$ cat src/dwc_consts.vh
// Purpose: Constants of the debug write command decoder.
// Assumes: Included by dwc_write_decoder.v and dwc_tick_gen.v only.
// Notes:   Command codes, register numbers, field positions and counts.
`ifndef DWC_CONSTS_VH
`define DWC_CONSTS_VH

////////////////////////////////////////////////////////////////////////
// Command codes and masks
`define DWC_MEM_HI          4'h1
`define DWC_RN_HI           4'h4
`define DWC_DREG_HI         3'h4
`define DWC_CREG_HI         3'h6
`define DWC_XST_BYTE_CMD    8'h2d
`define DWC_STS2_BYTE_CMD   8'h2e
`define DWC_STS3_BYTE_CMD   8'h2f
`define DWC_SZ_BYTE         2'h0
`define DWC_SZ_WORD         2'h1
`define DWC_SZ_LONG         2'h2

////////////////////////////////////////////////////////////////////////
// Register group encodings
`define DWC_GRP_CREG        2'h3
`define DWC_GRP_RN          2'h1

////////////////////////////////////////////////////////////////////////
// Debug register numbers held locally
`define DWC_DN_XST          5'h01
`define DWC_DN_STS2         5'h02
`define DWC_DN_STS3         5'h03
`define DWC_DN_ATTR         5'h05

////////////////////////////////////////////////////////////////////////
// Field layout
`define DWC_LOW_MSB         23
`define DWC_TOP_MSB         31
`define DWC_TOP_LSB         24
`define DWC_MOD_MSB         2
`define DWC_MOD_LSB         0
`define DWC_TYPE_MSB        4
`define DWC_TYPE_LSB        3
`define DWC_RST_32          32'h0000_0000

////////////////////////////////////////////////////////////////////////
// Byte counts and last bit index
`define DWC_ADDR_BYTES      3'h3
`define DWC_LONG_BYTES      3'h4
`define DWC_ONE_BYTE        3'h1
`define DWC_TWO_BYTES       3'h2
`define DWC_LAST_BIT        3'h7

////////////////////////////////////////////////////////////////////////
// Debug clock timing: divider in clk cycles, ack delay and low phase in debug clock ticks
`define DWC_DBG_DIV         8'h10
`define DWC_DIV_W           8
`define DWC_ACK_MIN_WAIT    6'h20
`define DWC_ACK_LOW_TICKS   5'h10

`endif

$ cat src/dwc_write_decoder.v
// Purpose: Decode and execute the write group of serial debug commands.
// Assumes: A bit front end hands received bits MSB first, one per pulse.
// Notes:   Ack pulse drives the debug pin; status byte goes back as a byte.
`include "dwc_consts.vh"

module dwc_write_decoder (
    input  wire        clk,
    input  wire        arst_n,
    input  wire        halted,
    input  wire        bit_vld,
    input  wire        bit_val,
    output reg         pin_out,
    output reg         pin_oe_n,
    output reg  [7:0]  tx_byte,
    output reg         tx_vld,
    output reg         core_wr,
    output reg  [5:0]  core_reg_sel,
    output reg  [31:0] core_wr_data,
    input  wire        core_done,
    output reg         dreg_wr,
    output reg  [4:0]  dreg_num,
    output reg  [31:0] dreg_data,
    output reg         mem_wr,
    output reg  [23:0] mem_addr,
    output reg  [1:0]  mem_size,
    output reg  [1:0]  mem_type,
    output reg  [2:0]  mem_mod,
    output reg  [31:0] mem_data,
    input  wire        mem_done,
    output wire [31:0] xst_out,
    output wire [31:0] sts2_out,
    output wire [31:0] sts3_out,
    output wire [31:0] attr_out,
    output reg         cmd_illegal,
    output wire        busy
);

    localparam [2:0] ST_CMD  = 3'h0;
    localparam [2:0] ST_ADDR = 3'h1;
    localparam [2:0] ST_DATA = 3'h2;
    localparam [2:0] ST_EXEC = 3'h3;
    localparam [2:0] ST_WAIT = 3'h4;
    localparam [2:0] ST_ACKL = 3'h5;
    localparam [2:0] ST_ACKS = 3'h6;

    localparam [2:0] K_NONE = 3'h0;
    localparam [2:0] K_MEM  = 3'h1;
    localparam [2:0] K_CREG = 3'h2;
    localparam [2:0] K_RN   = 3'h3;
    localparam [2:0] K_DREG = 3'h4;
    localparam [2:0] K_BX   = 3'h5;
    localparam [2:0] K_B2   = 3'h6;
    localparam [2:0] K_B3   = 3'h7;

    reg  [2:0]  st_r;
    reg  [2:0]  kind_r;
    reg  [7:0]  op_r;
    reg  [7:0]  shift_r;
    reg  [2:0]  bitc_r;
    reg  [2:0]  left_r;
    reg  [23:0] addr_r;
    reg  [31:0] data_r;
    reg  [5:0]  delay_r;
    reg  [4:0]  ackc_r;
    reg  [31:0] xst_r;
    reg  [31:0] sts2_r;
    reg  [31:0] sts3_r;
    reg  [31:0] attr_r;
    reg  [2:0]  kind_nxt;
    reg  [2:0]  dbytes_nxt;
    wire        tick;
    wire [7:0]  byte_in;
    wire        byte_done;
    wire        rx_open;
    wire        ws;

    assign xst_out  = xst_r;
    assign sts2_out = sts2_r;
    assign sts3_out = sts3_r;
    assign attr_out = attr_r;
    assign busy     = (st_r != ST_CMD);
    assign ws       = op_r[0];

    ////////////////////////////////////////////////////////////////////
    // Debug clock enable
    dwc_tick_gen #(
        .DIV (`DWC_DBG_DIV)
    ) u_tick (
        .clk    (clk),
        .arst_n (arst_n),
        .tick_r (tick)
    );

    ////////////////////////////////////////////////////////////////////
    // Bit assembly, MSB first; bits that arrive during execute, wait or ack are ignored
    assign rx_open   = (st_r == ST_CMD) || (st_r == ST_ADDR) || (st_r == ST_DATA);
    assign byte_in   = {shift_r[6:0], bit_val};
    assign byte_done = rx_open && bit_vld && (bitc_r == `DWC_LAST_BIT);

    always @(posedge clk or negedge arst_n) begin
        if (!arst_n) begin
            shift_r <= 8'h00;
            bitc_r  <= 3'h0;
        end else if (rx_open && bit_vld) begin
            shift_r <= byte_in;
            bitc_r  <= bitc_r + 3'h1;
        end
    end

    ////////////////////////////////////////////////////////////////////
    // Opcode decode: kind and operand length from the command byte
    always @* begin
        kind_nxt   = K_NONE;
        dbytes_nxt = `DWC_LONG_BYTES;
        if (byte_in[7:4] == `DWC_MEM_HI && !byte_in[1] && byte_in[3:2] != 2'h3) begin
            kind_nxt = K_MEM;
            case (byte_in[3:2])
                `DWC_SZ_BYTE: dbytes_nxt = `DWC_ONE_BYTE;
                `DWC_SZ_WORD: dbytes_nxt = `DWC_TWO_BYTES;
                default:      dbytes_nxt = `DWC_LONG_BYTES;
            endcase
        end else if (byte_in[7:4] == `DWC_RN_HI) begin
            kind_nxt = K_RN;
        end else if (byte_in[7:5] == `DWC_DREG_HI) begin
            kind_nxt = K_DREG;
        end else if (byte_in[7:5] == `DWC_CREG_HI) begin
            kind_nxt = K_CREG;
        end else if (byte_in == `DWC_XST_BYTE_CMD) begin
            kind_nxt   = K_BX;
            dbytes_nxt = `DWC_ONE_BYTE;
        end else if (byte_in == `DWC_STS2_BYTE_CMD) begin
            kind_nxt   = K_B2;
            dbytes_nxt = `DWC_ONE_BYTE;
        end else if (byte_in == `DWC_STS3_BYTE_CMD) begin
            kind_nxt   = K_B3;
            dbytes_nxt = `DWC_ONE_BYTE;
        end
    end

    ////////////////////////////////////////////////////////////////////
    // Command sequencer: collect, execute, wait, acknowledge
    always @(posedge clk or negedge arst_n) begin
        if (!arst_n) begin
            st_r         <= ST_CMD;
            kind_r       <= K_NONE;
            op_r         <= 8'h00;
            left_r       <= 3'h0;
            addr_r       <= 24'h00_0000;
            data_r       <= `DWC_RST_32;
            delay_r      <= 6'h00;
            ackc_r       <= 5'h00;
            xst_r        <= `DWC_RST_32;
            sts2_r       <= `DWC_RST_32;
            sts3_r       <= `DWC_RST_32;
            attr_r       <= `DWC_RST_32;
            pin_out      <= 1'b1;
            pin_oe_n     <= 1'b1;
            tx_byte      <= 8'h00;
            tx_vld       <= 1'b0;
            core_wr      <= 1'b0;
            core_reg_sel <= 6'h00;
            core_wr_data <= `DWC_RST_32;
            dreg_wr      <= 1'b0;
            dreg_num     <= 5'h00;
            dreg_data    <= `DWC_RST_32;
            mem_wr       <= 1'b0;
            mem_addr     <= 24'h00_0000;
            mem_size     <= 2'h0;
            mem_type     <= 2'h0;
            mem_mod      <= 3'h0;
            mem_data     <= `DWC_RST_32;
            cmd_illegal  <= 1'b0;
        end else begin
            tx_vld      <= 1'b0;
            dreg_wr     <= 1'b0;
            cmd_illegal <= 1'b0;
            // Minimum ack delay counts from the end of the last bit
            if (st_r == ST_EXEC || st_r == ST_WAIT) begin
                if (tick && delay_r != `DWC_ACK_MIN_WAIT)
                    delay_r <= delay_r + 6'h01;
            end else begin
                delay_r <= 6'h00;
            end
            case (st_r)
                ST_CMD: begin
                    if (byte_done) begin
                        op_r   <= byte_in;
                        kind_r <= kind_nxt;
                        left_r <= dbytes_nxt;
                        data_r <= `DWC_RST_32;
                        if (kind_nxt == K_NONE) begin
                            cmd_illegal <= 1'b1;
                        end else if (kind_nxt == K_MEM) begin
                            left_r <= `DWC_ADDR_BYTES;
                            data_r <= {29'h0000_0000, dbytes_nxt};
                            st_r   <= ST_ADDR;
                        end else begin
                            st_r <= ST_DATA;
                        end
                    end
                end
                ST_ADDR: begin
                    if (byte_done) begin
                        addr_r <= {addr_r[15:0], byte_in};
                        left_r <= left_r - 3'h1;
                        if (left_r == `DWC_ONE_BYTE) begin
                            left_r <= data_r[2:0];
                            data_r <= `DWC_RST_32;                   // Stashed length must not leak into data
                            st_r   <= ST_DATA;
                        end
                    end
                end
                ST_DATA: begin
                    if (byte_done) begin
                        data_r <= {data_r[23:0], byte_in};
                        left_r <= left_r - 3'h1;
                        if (left_r == `DWC_ONE_BYTE)
                            st_r <= ST_EXEC;
                    end
                end
                ST_EXEC: begin
                    st_r <= ST_WAIT;
                    case (kind_r)
                        K_MEM: begin
                            mem_wr   <= 1'b1;
                            mem_size <= op_r[3:2];
                            mem_data <= data_r;
                            mem_type <= attr_r[`DWC_TYPE_MSB:`DWC_TYPE_LSB];
                            mem_mod  <= attr_r[`DWC_MOD_MSB:`DWC_MOD_LSB];
                            if (op_r[3:2] == `DWC_SZ_WORD)
                                mem_addr <= {addr_r[23:1], 1'b0};
                            else if (op_r[3:2] == `DWC_SZ_LONG)
                                mem_addr <= {addr_r[23:2], 2'h0};
                            else
                                mem_addr <= addr_r;
                        end
                        K_CREG, K_RN: begin
                            if (halted) begin
                                core_wr      <= 1'b1;
                                core_wr_data <= data_r;
                                if (kind_r == K_CREG)
                                    core_reg_sel <= {`DWC_GRP_CREG, op_r[3:0]};
                                else
                                    core_reg_sel <= {`DWC_GRP_RN, op_r[3:0]};
                            end else begin
                                cmd_illegal <= 1'b1;
                            end
                        end
                        K_DREG: begin
                            case (op_r[4:0])
                                `DWC_DN_XST:
                                    xst_r[`DWC_LOW_MSB:0] <= data_r[`DWC_LOW_MSB:0];
                                `DWC_DN_STS2:
                                    sts2_r[`DWC_LOW_MSB:0] <= data_r[`DWC_LOW_MSB:0];
                                `DWC_DN_STS3:
                                    sts3_r[`DWC_LOW_MSB:0] <= data_r[`DWC_LOW_MSB:0];
                                `DWC_DN_ATTR:
                                    attr_r <= data_r;
                                default: begin
                                    dreg_wr   <= 1'b1;
                                    dreg_num  <= op_r[4:0];
                                    dreg_data <= data_r;
                                end
                            endcase
                        end
                        K_BX: xst_r[`DWC_TOP_MSB:`DWC_TOP_LSB] <= data_r[7:0];
                        K_B2: sts2_r[`DWC_TOP_MSB:`DWC_TOP_LSB] <= data_r[7:0];
                        K_B3: sts3_r[`DWC_TOP_MSB:`DWC_TOP_LSB] <= data_r[7:0];
                        default: cmd_illegal <= 1'b1;
                    endcase
                end
                ST_WAIT: begin
                    // Drop requests as core or memory answers; ack only after both
                    if (mem_done)
                        mem_wr <= 1'b0;
                    if (core_done)
                        core_wr <= 1'b0;
                    if (!mem_wr && !core_wr && tick && delay_r == `DWC_ACK_MIN_WAIT) begin
                        st_r     <= ST_ACKL;
                        ackc_r   <= 5'h00;
                        pin_out  <= 1'b0;
                        pin_oe_n <= 1'b0;
                    end
                end
                ST_ACKL: begin
                    if (tick) begin
                        ackc_r <= ackc_r + 5'h01;
                        if (ackc_r == `DWC_ACK_LOW_TICKS - 5'h01) begin
                            st_r    <= ST_ACKS;
                            pin_out <= 1'b1;
                        end
                    end
                end
                ST_ACKS: begin
                    if (tick) begin
                        pin_oe_n <= 1'b1;
                        st_r     <= ST_CMD;
                        if (kind_r == K_MEM && ws) begin
                            tx_byte <= xst_r[`DWC_TOP_MSB:`DWC_TOP_LSB];
                            tx_vld  <= 1'b1;
                        end
                    end
                end
                default: st_r <= ST_CMD;
            endcase
        end
    end

endmodule

$ cat src/dwc_tick_gen.v
// Purpose: Debug clock enable, one clk cycle wide every DIV cycles.
// Assumes: Single clk domain, asynchronous active-low reset.
// Notes:   Divider value is fixed by the constants header.
`include "dwc_consts.vh"

module dwc_tick_gen #(
    parameter [`DWC_DIV_W-1:0] DIV = `DWC_DBG_DIV
) (
    input  wire clk,
    input  wire arst_n,
    output reg  tick_r
);

    reg [`DWC_DIV_W-1:0] cnt_r;

    ////////////////////////////////////////////////////////////////////
    // Free-running divider; the pulse never stalls so delays stay honest
    always @(posedge clk or negedge arst_n) begin
        if (!arst_n) begin
            cnt_r  <= {`DWC_DIV_W{1'b0}};
            tick_r <= 1'b0;
        end else if (cnt_r == DIV - 1'b1) begin
            cnt_r  <= {`DWC_DIV_W{1'b0}};
            tick_r <= 1'b1;
        end else begin
            cnt_r  <= cnt_r + 1'b1;
            tick_r <= 1'b0;
        end
    end

endmodule

$ cat config.mk
export PLATFORM = sky130hd
export DESIGN_NAME = dwc_write_decoder
export DESIGN_NICKNAME = d
export VERILOG_FILES = /design/src/dwc_write_decoder.v /design/src/dwc_tick_gen.v
export VERILOG_INCLUDE_DIRS = /design/src /design/src/src
export SDC_FILE = /design/constraint.sdc
export NUM_CORES = 1
export LEC_CHECK = 0
export ABC_AREA = 1
export BUFFER_PORTS_ARGS = -buffer_cell sky130_fd_sc_hd__buf_2
export CORE_UTILIZATION = 50
export DETAILED_ROUTE_END_ITERATION = 8
export PLACE_DENSITY = 0.76
export SLEW_MARGIN = 20
export SYNTH_ARGS = -nofsm -noshare
export SYNTH_HDL_FRONTEND = slang
export SYNTH_SLANG_ARGS = --single-unit
$ cat constraint.sdc
create_clock -name clk -period 2.2 [get_ports clk]
set_input_delay 0.22 -clock clk [delete_from_list [all_inputs] [get_ports clk]]
set_output_delay 0.22 -clock clk [all_outputs]
set_load 0.05 [all_outputs]
==> impl_results.md, run 1 <==
- Leak: 9.49 nW
- Initial Util: 0.514
- Drt initial violations: approximately 1000
- Most used cell, CP: nand2_2
- Non-Filler Instances: 2174
- Drt wl/cell: 17.4 µm
- CTS tree: yes
- Max Cap Violations: 0
- Die width: 172 µm
- # rows: roughly 60
- CTS Root Cell: clkbuf_16
- Largest net degree at the start of global routing: 78
- Slowest stage cell, crit path: dfrtp_1
- Status: complete, no violations
- Clk_skew: 0.0167 ns
- Number of fill cells: 2318
- Syn nets: 1496
- Final min period: ~2.0 ns
- Number of diodes: 0
- Cell variety after synth: 34
- DR DRC count: 0
- DIE HEIGHT: 172 µm
- Slew headroom: 0.593
- Setup TNS: 0 ns
- Worst Path Required: 2.59 ns
- PortBufs: 288
- Via density per instance: 5.29
- Setup crit end kind: flip-flop
- Via count: 11500
- Startpoint Class: flip-flop
- Setup Buffers After CTS: 0
- Post-Syn Area: 0.0144 mm²
- Period utilisation layout: 0.892
- CP Max Fanout: 42
- Skew-Pair Late Insertion Delay: 0.53 ns
- Clock Sink Count: 381
- Placed cell count: 2101
- Yosys top cell by area: dfrtp_1
- Layout area overhead: 23.5%
- Top cell type's share of synthesized area: 0.657
- Clock transition at path regs: 0.06 ns
- RSZ-0062 raised after global routing: false
- WS Path Type: reg2reg
- RD Place Congestion: roughly 0.91
- Worst Tran Pin Value: 0.608 ns
- I/O pin cnt: 289
- Drt total wl: 37900 µm
- Yosys warnings: 0
- Peak VDD IR: 664 µV
- H-Tree Depth: 2
- Pwr per Cell Area: 793 mW/mm²
- Slew Limit Fails: 0
- CTS buffer count: 39
- #FFs+latches synth: 381
- Final Hold Vio Count: 0
- CORE AREA: 0.0281 mm²
- Seq/Total Area, Yosys: 0.661
- FMAX: 0.510 GHz
- Gr usage total: 0.259
- Gate Count Post-Synth: 1480
- Synth Area per Inst: between 9 and 10 µm²
- Layout cells sized above 1: 0.224
- Final nets: 1783
- Vias in the first global route: 11000
- Die area: about 0.03 mm²
- Initial antenna violation count: 0
- Post-DP HPWL: roughly 26000 µm
- Setup violators final: 0
- Ranking of synthesized cells by area: dfrtp_1, o21ai_0, nand2_1, inv_1, nand3_1
- Grt ovf: 0
- CP arrival: 2.35 ns
- First-pass DRT Iterations: 7
- Clock tree buffer depth: 3
- First-pass GRT wire length: around 60000 µm
- CP peak stage delay: 0.47 ns
- Hold Crit Class: in2reg
- CP cell instances: nand2_2 > nor2_4 > inv_2 > nor4_4 > nand2_2 > buf_4 > nand2_1 > o21ai_0
- Post-route ant nets: 0
- Cts repair resizes: 0
- Cts hold-fix bufs: 3
[kinds of logic after synthesis]
| family | share of synthesized area |
|---|---|
| compound gates | 0.123 |
| xor+xnor | 0.00425 |
| fa+ha+maj | 0.00781 |
| buf+inv | 0.0487 |
| flops | 0.661 |
| mux | 0.00156 |
| simple gates | 0.153 |
[state kept, by name, summed over array words and instances, names as in the netlist, 24 cells and up]
name / flops
sts3_out: 32
addr_r: 24
data_r: 32
xst_out: 32
sts2_out: 32
core_wr_data: 32
attr_out: 32
mem_data: 32
dreg_data: 32
mem_addr: 24
[cell usage after synthesis, drive strengths merged]
library cell and n:
inv 104, and3 1, o211ai 1, buf 18
a41oi 1, a22oi 1, o41ai 1, o21ai 333
o31ai 1, dfrtp 379, or2 2, xor2 6
dfstp 2, xnor2 1, a21oi 8, ha 9
nor4 6, a31oi 3, nand4 9, clkinv 1
nand2 419, nand3 59, nor3 7, clkbuf 59
nor2 46, mux2 2, o22ai 1
[worst max-delay path, delay by kind of cell (launching register included)]
kind / cells / cell delay [ns]
AO/OA/AOI/OAI: 1 / 0.10
buffers and inverters: 2 / 0.38
flip-flops: 1 / 0.47
AND/OR/NAND/NOR: 5 / 0.86
[area by class of cell]
| class | instances | area [µm²] | area share |
|---|---|---|---|
| clock buffers | 52 | 1140 | 0.0638 |
| clock inverters | 18 | 238 | 0.0133 |
| well taps | 378 | 473 | 0.0265 |
| multi-input cells | 917 | 4210 | 0.236 |
| inverters | 105 | 395 | 0.0222 |
| repair buffers | 323 | 1830 | 0.103 |
| flip-flops and latches | 381 | 9540 | 0.535 |
[metrics by stage]
stage	area (µm²)	power [mW]	util	setup WS [ns]	hold WS, ns
6_report	17800	14.1	0.635	0.239	0.0395
5_1_grt	17800	14.5	0.635	0.0533	0.0490
4_1_cts	17800	14.2	0.635	0.236	0.0273
3_5_place_dp	16400	7.31	0.585	0.270	0.156
3_3_place_gp	16400	7.31	0.585	0.334	0.153
2_1_floorplan	14400	7.14	-	0.465	-0.0756
[where the power goes]
group / leakage [nW] / total, mW / switching [mW] / internal, mW
sequential: 5.11 / 7.01 / 0.0000000000000000811 / 7.01
combinational: 3.71 / 0.173 / 0.141 / 0.0314
clock: 0.676 / 6.95 / 2.71 / 4.24
[layer usage]
layer,part of all wire,wire (µm),up-vias,GRT usage
met4,0.033,1240,0,0.0943
met2,0.47,17700,423,0.413
li1,-,-,5391,-
met3,0.074,2800,74,0.0561
met1,0.43,16100,5607,0.350
met5,0,0,-,0
[path summary, 6_finish.rpt]
path	start	endpoint	slack, ns	cells past startpoint
max in group asynchronous	arst_n	mem_data[2]	1.31	3
setup reg to reg	st_r[0]	attr_out[21]	0.24	8
hold reg to reg	mem_addr[21]	mem_addr[21]	0.47	2
min in group asynchronous	arst_n	ackc_r[1]	0.19	2
setup / recovery	st_r[0]	attr_out[21]	0.24	8
hold / removal	bit_val	op_r[0]	0.04	3
[placed cells by master (no fill, tap or decap), drive strengths merged]
cell           n
o41ai          1
clkinvlp       3
dlygate4sd3    3
bufinv         5
nor3           7
clkinv        11
inv          104
nand2        419
dfstp          2
o31ai          1
ha             9
nor2          46
nand4          9
dfrtp        379
buf          320
o22ai          1
xnor2          1
o211ai         1
a21oi          8
or2            2
o21ai        333
a22oi          1
nand3         59
clkbuf        52
mux2           2
nor4           6
and3           1
xor2           6
a31oi          3
a41oi          1
Note: power is estimated with default switching activity, not from simulation.
==> inputs of run 2 (changes only) <==
--- a/config.mk
+++ b/config.mk
@@ -6,11 +6,10 @@
 export SDC_FILE = /design/constraint.sdc
 export NUM_CORES = 1
 export LEC_CHECK = 0
-export ABC_AREA = 1
 export BUFFER_PORTS_ARGS = -buffer_cell sky130_fd_sc_hd__buf_2
 export CORE_UTILIZATION = 50
 export DETAILED_ROUTE_END_ITERATION = 8
-export PLACE_DENSITY = 0.76
+export PLACE_DENSITY = 0.75
 export SLEW_MARGIN = 20
 export SYNTH_ARGS = -nofsm -noshare
 export SYNTH_HDL_FRONTEND = slang
==> run 2 against run 1 <==
Effect of this change:
- sequential share of layout area fell by 2.1 points
- wire length fell by 4.2%
- sequential power barely moved
- highest routed layer unchanged
- register-to-register slack got worse by 0.09 ns
- clock skew fell by 0.0060 ns
- via count fell by 15%
- combinational power rose by 9%
- clock power rose by 0.9%
- synthesized area rose by 3.6%
- utilization rose by 0.32 points
- non-clock buffer count rose by 9
- largest cell class unchanged
==> impl_results.md, run 2 <==
- Largest family of logic cells by synthesized area: multiplexers
- #FFs+latches synth: 381 (unchanged)
- Clock transition at path regs: 0.06 ns (about the same)
- Yosys top cell by area: dfrtp_1
- Top cell type's share of synthesized area: 0.635 (-0.0230)
- Post-DP HPWL: 24000 µm (-6.8%)
- Number of diodes: 0 (unchanged)
- RD Place Congestion: 0.822 (-9.7%)
- Count leader, synth: dfrtp_1
- Largest net degree at the start of global routing: 69 (-12%)
- Final Hold Vio Count: 0 (unchanged)
- Leak: 10.2 nW (+7.4%)
- Via density per instance: 5.40 (+2.2%)
- Skew-Pair Late Insertion Delay: 0.52 ns (about the same)
- Pwr per Cell Area: 766 mW/mm² (-3.4%)
- CP peak stage delay: 0.42 ns (-0.05 ns)
- Setup crit end kind: flip-flop
- Synth async-reset ratio: 1.00 (unchanged)
- Die width: 175 µm (+1.8%)
- Gate Count Post-Synth: 1074 (-27%)
- FMAX: 0.486 GHz (-4.6%)
- CP Max Fanout: 24 (-43%)
- Commonest non-fill, non-tap cell in the layout: dfrtp_1
- Synth Area in Compound Gates: 0.0381 (-0.0850)
- Clock power frac: 0.493 (about the same)
- Clock tree buffer depth: 3 (unchanged)
- DIE HEIGHT: 175 µm (+1.8%)
- Peak VDD IR: 617 µV (-7.2%)
- First-pass GRT wire length: 57500 µm (-2.4%)
- Clock Sink Count: 381 (unchanged)
- Grt ovf: 0 (unchanged)
- Hold Crit Class: in2reg
- RSZ-0062 raised after global routing: false
- Die area: 0.0306 mm² (+3.6%)
- Initial antenna violation count: 0 (unchanged)
- Simple-gate portion of the synthesized area: 0.0625 (-0.0909)
- Clk_skew: 0.0107 ns (-0.00597 ns)
- Post-Syn Area: 0.0149 mm² (+3.6%)
- Syn nets: 1090 (-27%)
- Multi-input logic area: 0.00512 mm² (+22%)
- Total power: 14.2 mW (+0.56%)
- Most frequent cells in the layout: dfrtp_1, mux2_2, buf_2
- Non-Filler Instances: 1801 (-17%)
- Layout area overhead: 24.1%
- Post-synthesis mux area share: 0.224 (+0.222)
- Worst Tran Pin Value: 0.686 ns (+0.0780 ns)
- Worst Path Required: 2.60 ns (about the same)
- Final nets: 1405 (-21%)
- Status: complete, no violations
- Gr usage total: 0.242 (-0.0167)
- I/O pin cnt: 289 (unchanged)
- PortBufs: 288 (unchanged)
- Layout cells sized above 1: 0.490 (+0.266)
- CTS buffer count: 40 (+2.6%)
- R2r setup slk: 0.14 ns (-0.09 ns)
- Crit-path leading delay family: simple AND/OR/NAND/NOR gates
- Area after DPL: 0.0171 mm² (+4.4%)
- Drt total wl: 36300 µm (-4.2%)
- Via count: 9734 (-15%)
- Slew Limit Fails: 0 (unchanged)
- Vias in the first global route: 9963 (-9.3%)
- Sw Ratio: 0.196 (-0.00526)
- Final min period: 2.06 ns (+0.0944 ns)
- Post-route ant nets: 0 (unchanged)
- Drt wl/cell: 20.1 µm (+16%)
- CTS Root Cell: clkbuf_16
- Startpoint Class: flip-flop
- Cell variety after synth: 52 (+53%)
- Synth Area per Inst: 13.9 µm² (+43%)
- Yosys warnings: 0 (unchanged)
- Post-route design area: 0.0186 mm² (+4.1%)
- Net Switching: 2.79 mW (-2.1%)
- Setup TNS: 0 ns (unchanged)
- Setup violators final: 0 (unchanged)
- Slew headroom: 0.542 (-0.0509)
- Max Cap Violations: 0 (unchanged)
- Synth Area in Adders: 0.00753 (-0.000272)
- H-Tree Depth: 2 (unchanged)
- Gate power share: 0.013 (about the same)
- Post-synthesis share of cell area spent on xor and xnor gates: 0.00820 (+0.00395)
- Slowest stage cell, crit path: or3_4
- DR DRC count: 0 (unchanged)
- Storage cell area: 0.00954 mm² (unchanged)
- Post-synth EDFFs: 0 (unchanged)
- Initial Util: 0.514 (about the same)
- Number of fill cells: 2246 (-3.1%)
- Internal power: 11.4 mW (+1.2%)
- CP arrival: 2.46 ns (+0.11 ns)
- Seq/Total Area, Yosys: 0.638 (-0.0231)
- Ranking of synthesized cells by area: dfrtp_1, mux2_2, nand2_1, o21ai_0, nor2_1
- Most used DFF post-synth: dfrtp_1
- CP cell instances: nand3b_4 > or3_4 > nor2_2 > and4_1 > buf_12 > mux2_2
- Drt initial violations: 471 (-55%)
- WS Path Type: reg2reg
- First-pass DRT Iterations: 5 (-2)
- # rows: 62 (+1.6%)
- CTS tree: yes
- Period utilisation layout: 0.934 (+0.0429)
- Placed cell count: 1728 (-18%)
- Setup Buffers After CTS: 0 (unchanged)
- CP Buf/Inv Count: 1 (-1)
- Top cells by count, synth: dfrtp_1, mux2_2, nand2_1
- CORE AREA: 0.0291 mm² (+3.6%)
- Flop pwr share: 0.493 (-0.003)
-- run 2: path summary, 6_finish.rpt --
kind / cells past startpoint / endpoint / startpoint
hold / removal: 4 / cmd_illegal / halted
setup / recovery: 6 / sts3_out[12] / st_r[2]
min in group asynchronous: 2 / mem_mod[2] / arst_n
max in group asynchronous: 3 / xst_out[21] / arst_n
setup reg to reg: 6 / sts3_out[12] / st_r[2]
hold reg to reg: 1 / u_tick.cnt_r[0] / u_tick.cnt_r[0]
-- run 2: area by class of cell --
type / instances / area share
clock buffer: 61 / 0.0653
clock inverter: 9 / 0.00931
inverter: 15 / 0.00304
multi-input combinational: 619 / 0.276
sequential: 381 / 0.514
tap: 384 / 0.0259
timing repair buffer: 332 / 0.107
-- run 2: through the flow --
step | worst slack [ns] | utilization | hold WS, ns
CTS | 0.0544 | 0.638 | 0.0797
global route | 0.0739 | 0.638 | 0.0831
finish | 0.144 | 0.638 | 0.101
global placement | 0.112 | 0.589 | 0.241
floorplan | 0.125 | - | -0.0756
detailed placement | 0.0584 | 0.589 | 0.250
-- run 2: what timing repair did --
action / in CTS / in global routing
setup endpoints to repair: 0 / 10
hold endpoints to repair: 57 / 0
hold buffers: 3 / 0
gates resized for setup: 0 / 1
-- run 2: logic make-up (layout without fill, tap and decap cells) --
logic type,count (synthesis),after routing
mux,297,297
simple gates,203,203
xor+xnor,14,14
fa+ha+maj,9,9
buf+inv,74,417
flops,381,381
compound gates,96,96
-- run 2: power by group through the flow --
stage / combinational [mW] / sequential [mW] / clock, mW
floorplan: 0.000496 / 7.14 / 0
global placement: 0.191 / 7.14 / 0
detailed placement: 0.195 / 7.14 / 0
CTS: 0.199 / 7.01 / 7.15
global route: 0.220 / 7.00 / 7.44
finish: 0.188 / 7.01 / 7.01
-- run 2: per-layer routing --
| metal | GRT usage | wire length [µm] | vias to the layer above |
|---|---|---|---|
| li1 | - | - | 4364 |
| met1 | 0.328 | 15800 | 4971 |
| met2 | 0.380 | 16800 | 332 |
| met3 | 0.0568 | 2430 | 67 |
| met4 | 0.0917 | 1180 | 0 |
| met5 | 0 | 0 | - |
-- run 2: worst register-to-register path, delay by kind of cell (launching register included) --
kind / cells / cell delay (ns)
mux: 1 / 0.37
flops: 1 / 0.39
buf+inv: 1 / 0.21
simple gates: 4 / 0.99
==> inputs of run 3 (changes only) <==
--- a/config.mk
+++ b/config.mk
@@ -6,10 +6,12 @@
 export SDC_FILE = /design/constraint.sdc
 export NUM_CORES = 1
 export LEC_CHECK = 0
+export ABC_AREA = 1
 export BUFFER_PORTS_ARGS = -buffer_cell sky130_fd_sc_hd__buf_2
+export CORE_MARGIN = 4
 export CORE_UTILIZATION = 50
 export DETAILED_ROUTE_END_ITERATION = 8
-export PLACE_DENSITY = 0.75
+export PLACE_DENSITY = 0.76
 export SLEW_MARGIN = 20
 export SYNTH_ARGS = -nofsm -noshare
 export SYNTH_HDL_FRONTEND = slang
==> run 3 against run 2 <==
Effect of this change:
- via count grew 18%
- critical path depth grew 3
- largest power group unchanged
- register-to-register slack better by 0.08 ns
- design area shrank 4.1%
- critical endpoint is now attr_out[28]
- sequential power about the same
- wire length up 6.9%
- sequential cell count unchanged
- global-route usage hardly changed
- power decreased by 0.79%
- sequential share of layout area rose by 2.2 points
==> impl_results.md, run 3 (same netlist as run 1, synthesis figures left out) <==
- Status: complete, no violations
- Clock Sink Count: 381 (unchanged)
- Clk_skew: 0.0167 ns (+0.00602 ns)
- Final Hold Vio Count: 0 (unchanged)
- Setup violators final: 0 (unchanged)
- Total power: 14.1 mW (-0.79%)
- CTS tree: yes
- Setup TNS: 0 ns (unchanged)
- Drt initial violations: 1025 (+120%)
- First-pass GRT wire length: 60800 µm (+5.7%)
- Crit Reg-Reg Startpoint: st_r[0]
- CTS Root Cell: clkbuf_16
- Hold Crit Class: in2reg
- FMAX: 0.507 GHz (+4.2%)
- Skew-Pair Late Insertion Delay: 0.53 ns (about the same)
- Worst Tran Pin Value: 0.620 ns (-0.0659 ns)
- I/O pin cnt: 289 (unchanged)
- Grt ovf: 0 (unchanged)
- Leak: 9.48 nW (-7.0%)
- Vias in the first global route: 11000 (+10%)
- CTS buffer count: 39 (-2.5%)
- Number of diodes: 0 (unchanged)
- First-pass DRT Iterations: 5 (unchanged)
- Initial Util: 0.514 (about the same)
- Startpoint Class: flip-flop
- DR DRC count: 0 (unchanged)
- DIE HEIGHT: 178 µm (+1.7%)
- Largest net degree at the start of global routing: 114 (+65%)
- PortBufs: 288 (unchanged)
- Min-delay src: halted
- Peak VDD IR: 586 µV (-5.0%)
- Drt wl/cell: 17.9 µm (-11%)
- Die width: 178 µm (+1.7%)
- Final nets: 1786 (+27%)
- RSZ-0062 raised after global routing: false
- Slew Limit Fails: 0 (unchanged)
- # rows: 61 (-1.6%)
- WS Path Type: reg2reg
- Setup crit end kind: flip-flop
- Clock transition at path regs: 0.06 ns (about the same)
- Commonest non-fill, non-tap cell in the layout: nand2_1
- CORE AREA: 0.0281 mm² (-3.4%)
- CP Max Fanout: 64 (+170%)
- Max Cap Violations: 0 (unchanged)
- Gr usage total: 0.242 (about the same)
- Layout area overhead: 23.3%
- Pwr per Cell Area: 792 mW/mm² (+3.5%)
- RD Place Congestion: 0.885 (+7.6%)
- Period utilisation layout: 0.897 (-0.0379)
- Final min period: 1.97 ns (-0.0834 ns)
- Post-route ant nets: 0 (unchanged)
- Post-DP HPWL: 26300 µm (+9.4%)
- Initial antenna violation count: 0 (unchanged)
- Worst Setup SP: st_r[0]
- CP arrival: 2.35 ns (-0.11 ns)
- Placed cell count: 2102 (+22%)
- Most frequent cells in the layout: nand2_1, dfrtp_1, o21ai_0
- Via count: 11500 (+18%)
- Via density per instance: 5.30 (-2.0%)
- Clock tree buffer depth: 3 (unchanged)
- Drt total wl: 38800 µm (+6.9%)
- Number of fill cells: 2303 (+2.5%)
- Non-Filler Instances: 2171 (+21%)
- Layout cells sized above 1: 0.223 (-0.267)
- Die area: 0.0316 mm² (+3.4%)
- Worst Path Required: 2.58 ns (-0.02 ns)
- H-Tree Depth: 2 (unchanged)
- Slew headroom: 0.586 (+0.0435)
[run 3: power by group]
group | total [mW] | switching (mW) | internal, mW
registers | 7.01 | 0.0000000000000000660 | 7.01
logic | 0.175 | 0.143 | 0.0320
clock network | 6.91 | 2.70 | 4.21
[run 3: critical path, cell delays in order (launching register included)]
cell and delay, ns:
dfrtp_1 0.47, nand2_2 0.13, nor2_4 0.18, inv_2 0.10, nor4_4 0.13, buf_4 0.18, nand2_2 0.04, buf_4 0.30
nand2_1 0.14, o21ai_0 0.09
[run 3: layout make-up]
class | count | area (µm²) | area share
clock inverter | 13 | 208 | 0.0117
timing repair buffer | 326 | 1830 | 0.103
sequential | 381 | 9540 | 0.536
tap | 378 | 473 | 0.0266
multi-input combinational | 917 | 4210 | 0.237
inverter | 105 | 395 | 0.0222
clock buffer | 51 | 1130 | 0.0637
[run 3: path summary, 6_finish.rpt]
| path | end | slack (ns) | cells after the start |
|---|---|---|---|
| worst max-delay path | attr_out[28] | 0.23 | 9 |
| worst min register to register | u_tick.cnt_r[0] | 0.45 | 1 |
| worst min-delay path | cmd_illegal | 0.16 | 4 |
| max in group asynchronous | attr_out[21] | 1.11 | 3 |
| worst max register to register | attr_out[28] | 0.23 | 9 |
| min in group asynchronous | addr_r[1] | 0.28 | 2 |
[run 3: stage by stage]
stage | setup slack [ns] | util | instance area (µm²) | hold slack, ns
4_1_cts | 0.204 | 0.633 | 17800 | 0.129
3_5_place_dp | 0.227 | 0.584 | 16400 | 0.256
5_1_grt | 0.0840 | 0.633 | 17800 | 0.151
2_1_floorplan | 0.465 | - | 14400 | -0.0756
6_report | 0.228 | 0.633 | 17800 | 0.160
3_3_place_gp | 0.333 | 0.584 | 16400 | 0.244
[run 3: timing repair]
item / CTS / global route
setup endpoints to repair: 0 / 2
hold endpoints to repair: 66 / 0
gates resized for setup: 0 / 0
hold buffers: 4 / 0
buffers inserted: 0 / 1
[run 3: per-layer routing]
layer | up-vias | track usage | wire, µm
met5 | - | 0 | 0
met4 | 0 | 0.0732 | 1100
met3 | 76 | 0.0462 | 2930
met2 | 462 | 0.387 | 18300
met1 | 5590 | 0.342 | 16500
li1 | 5373 | - | -
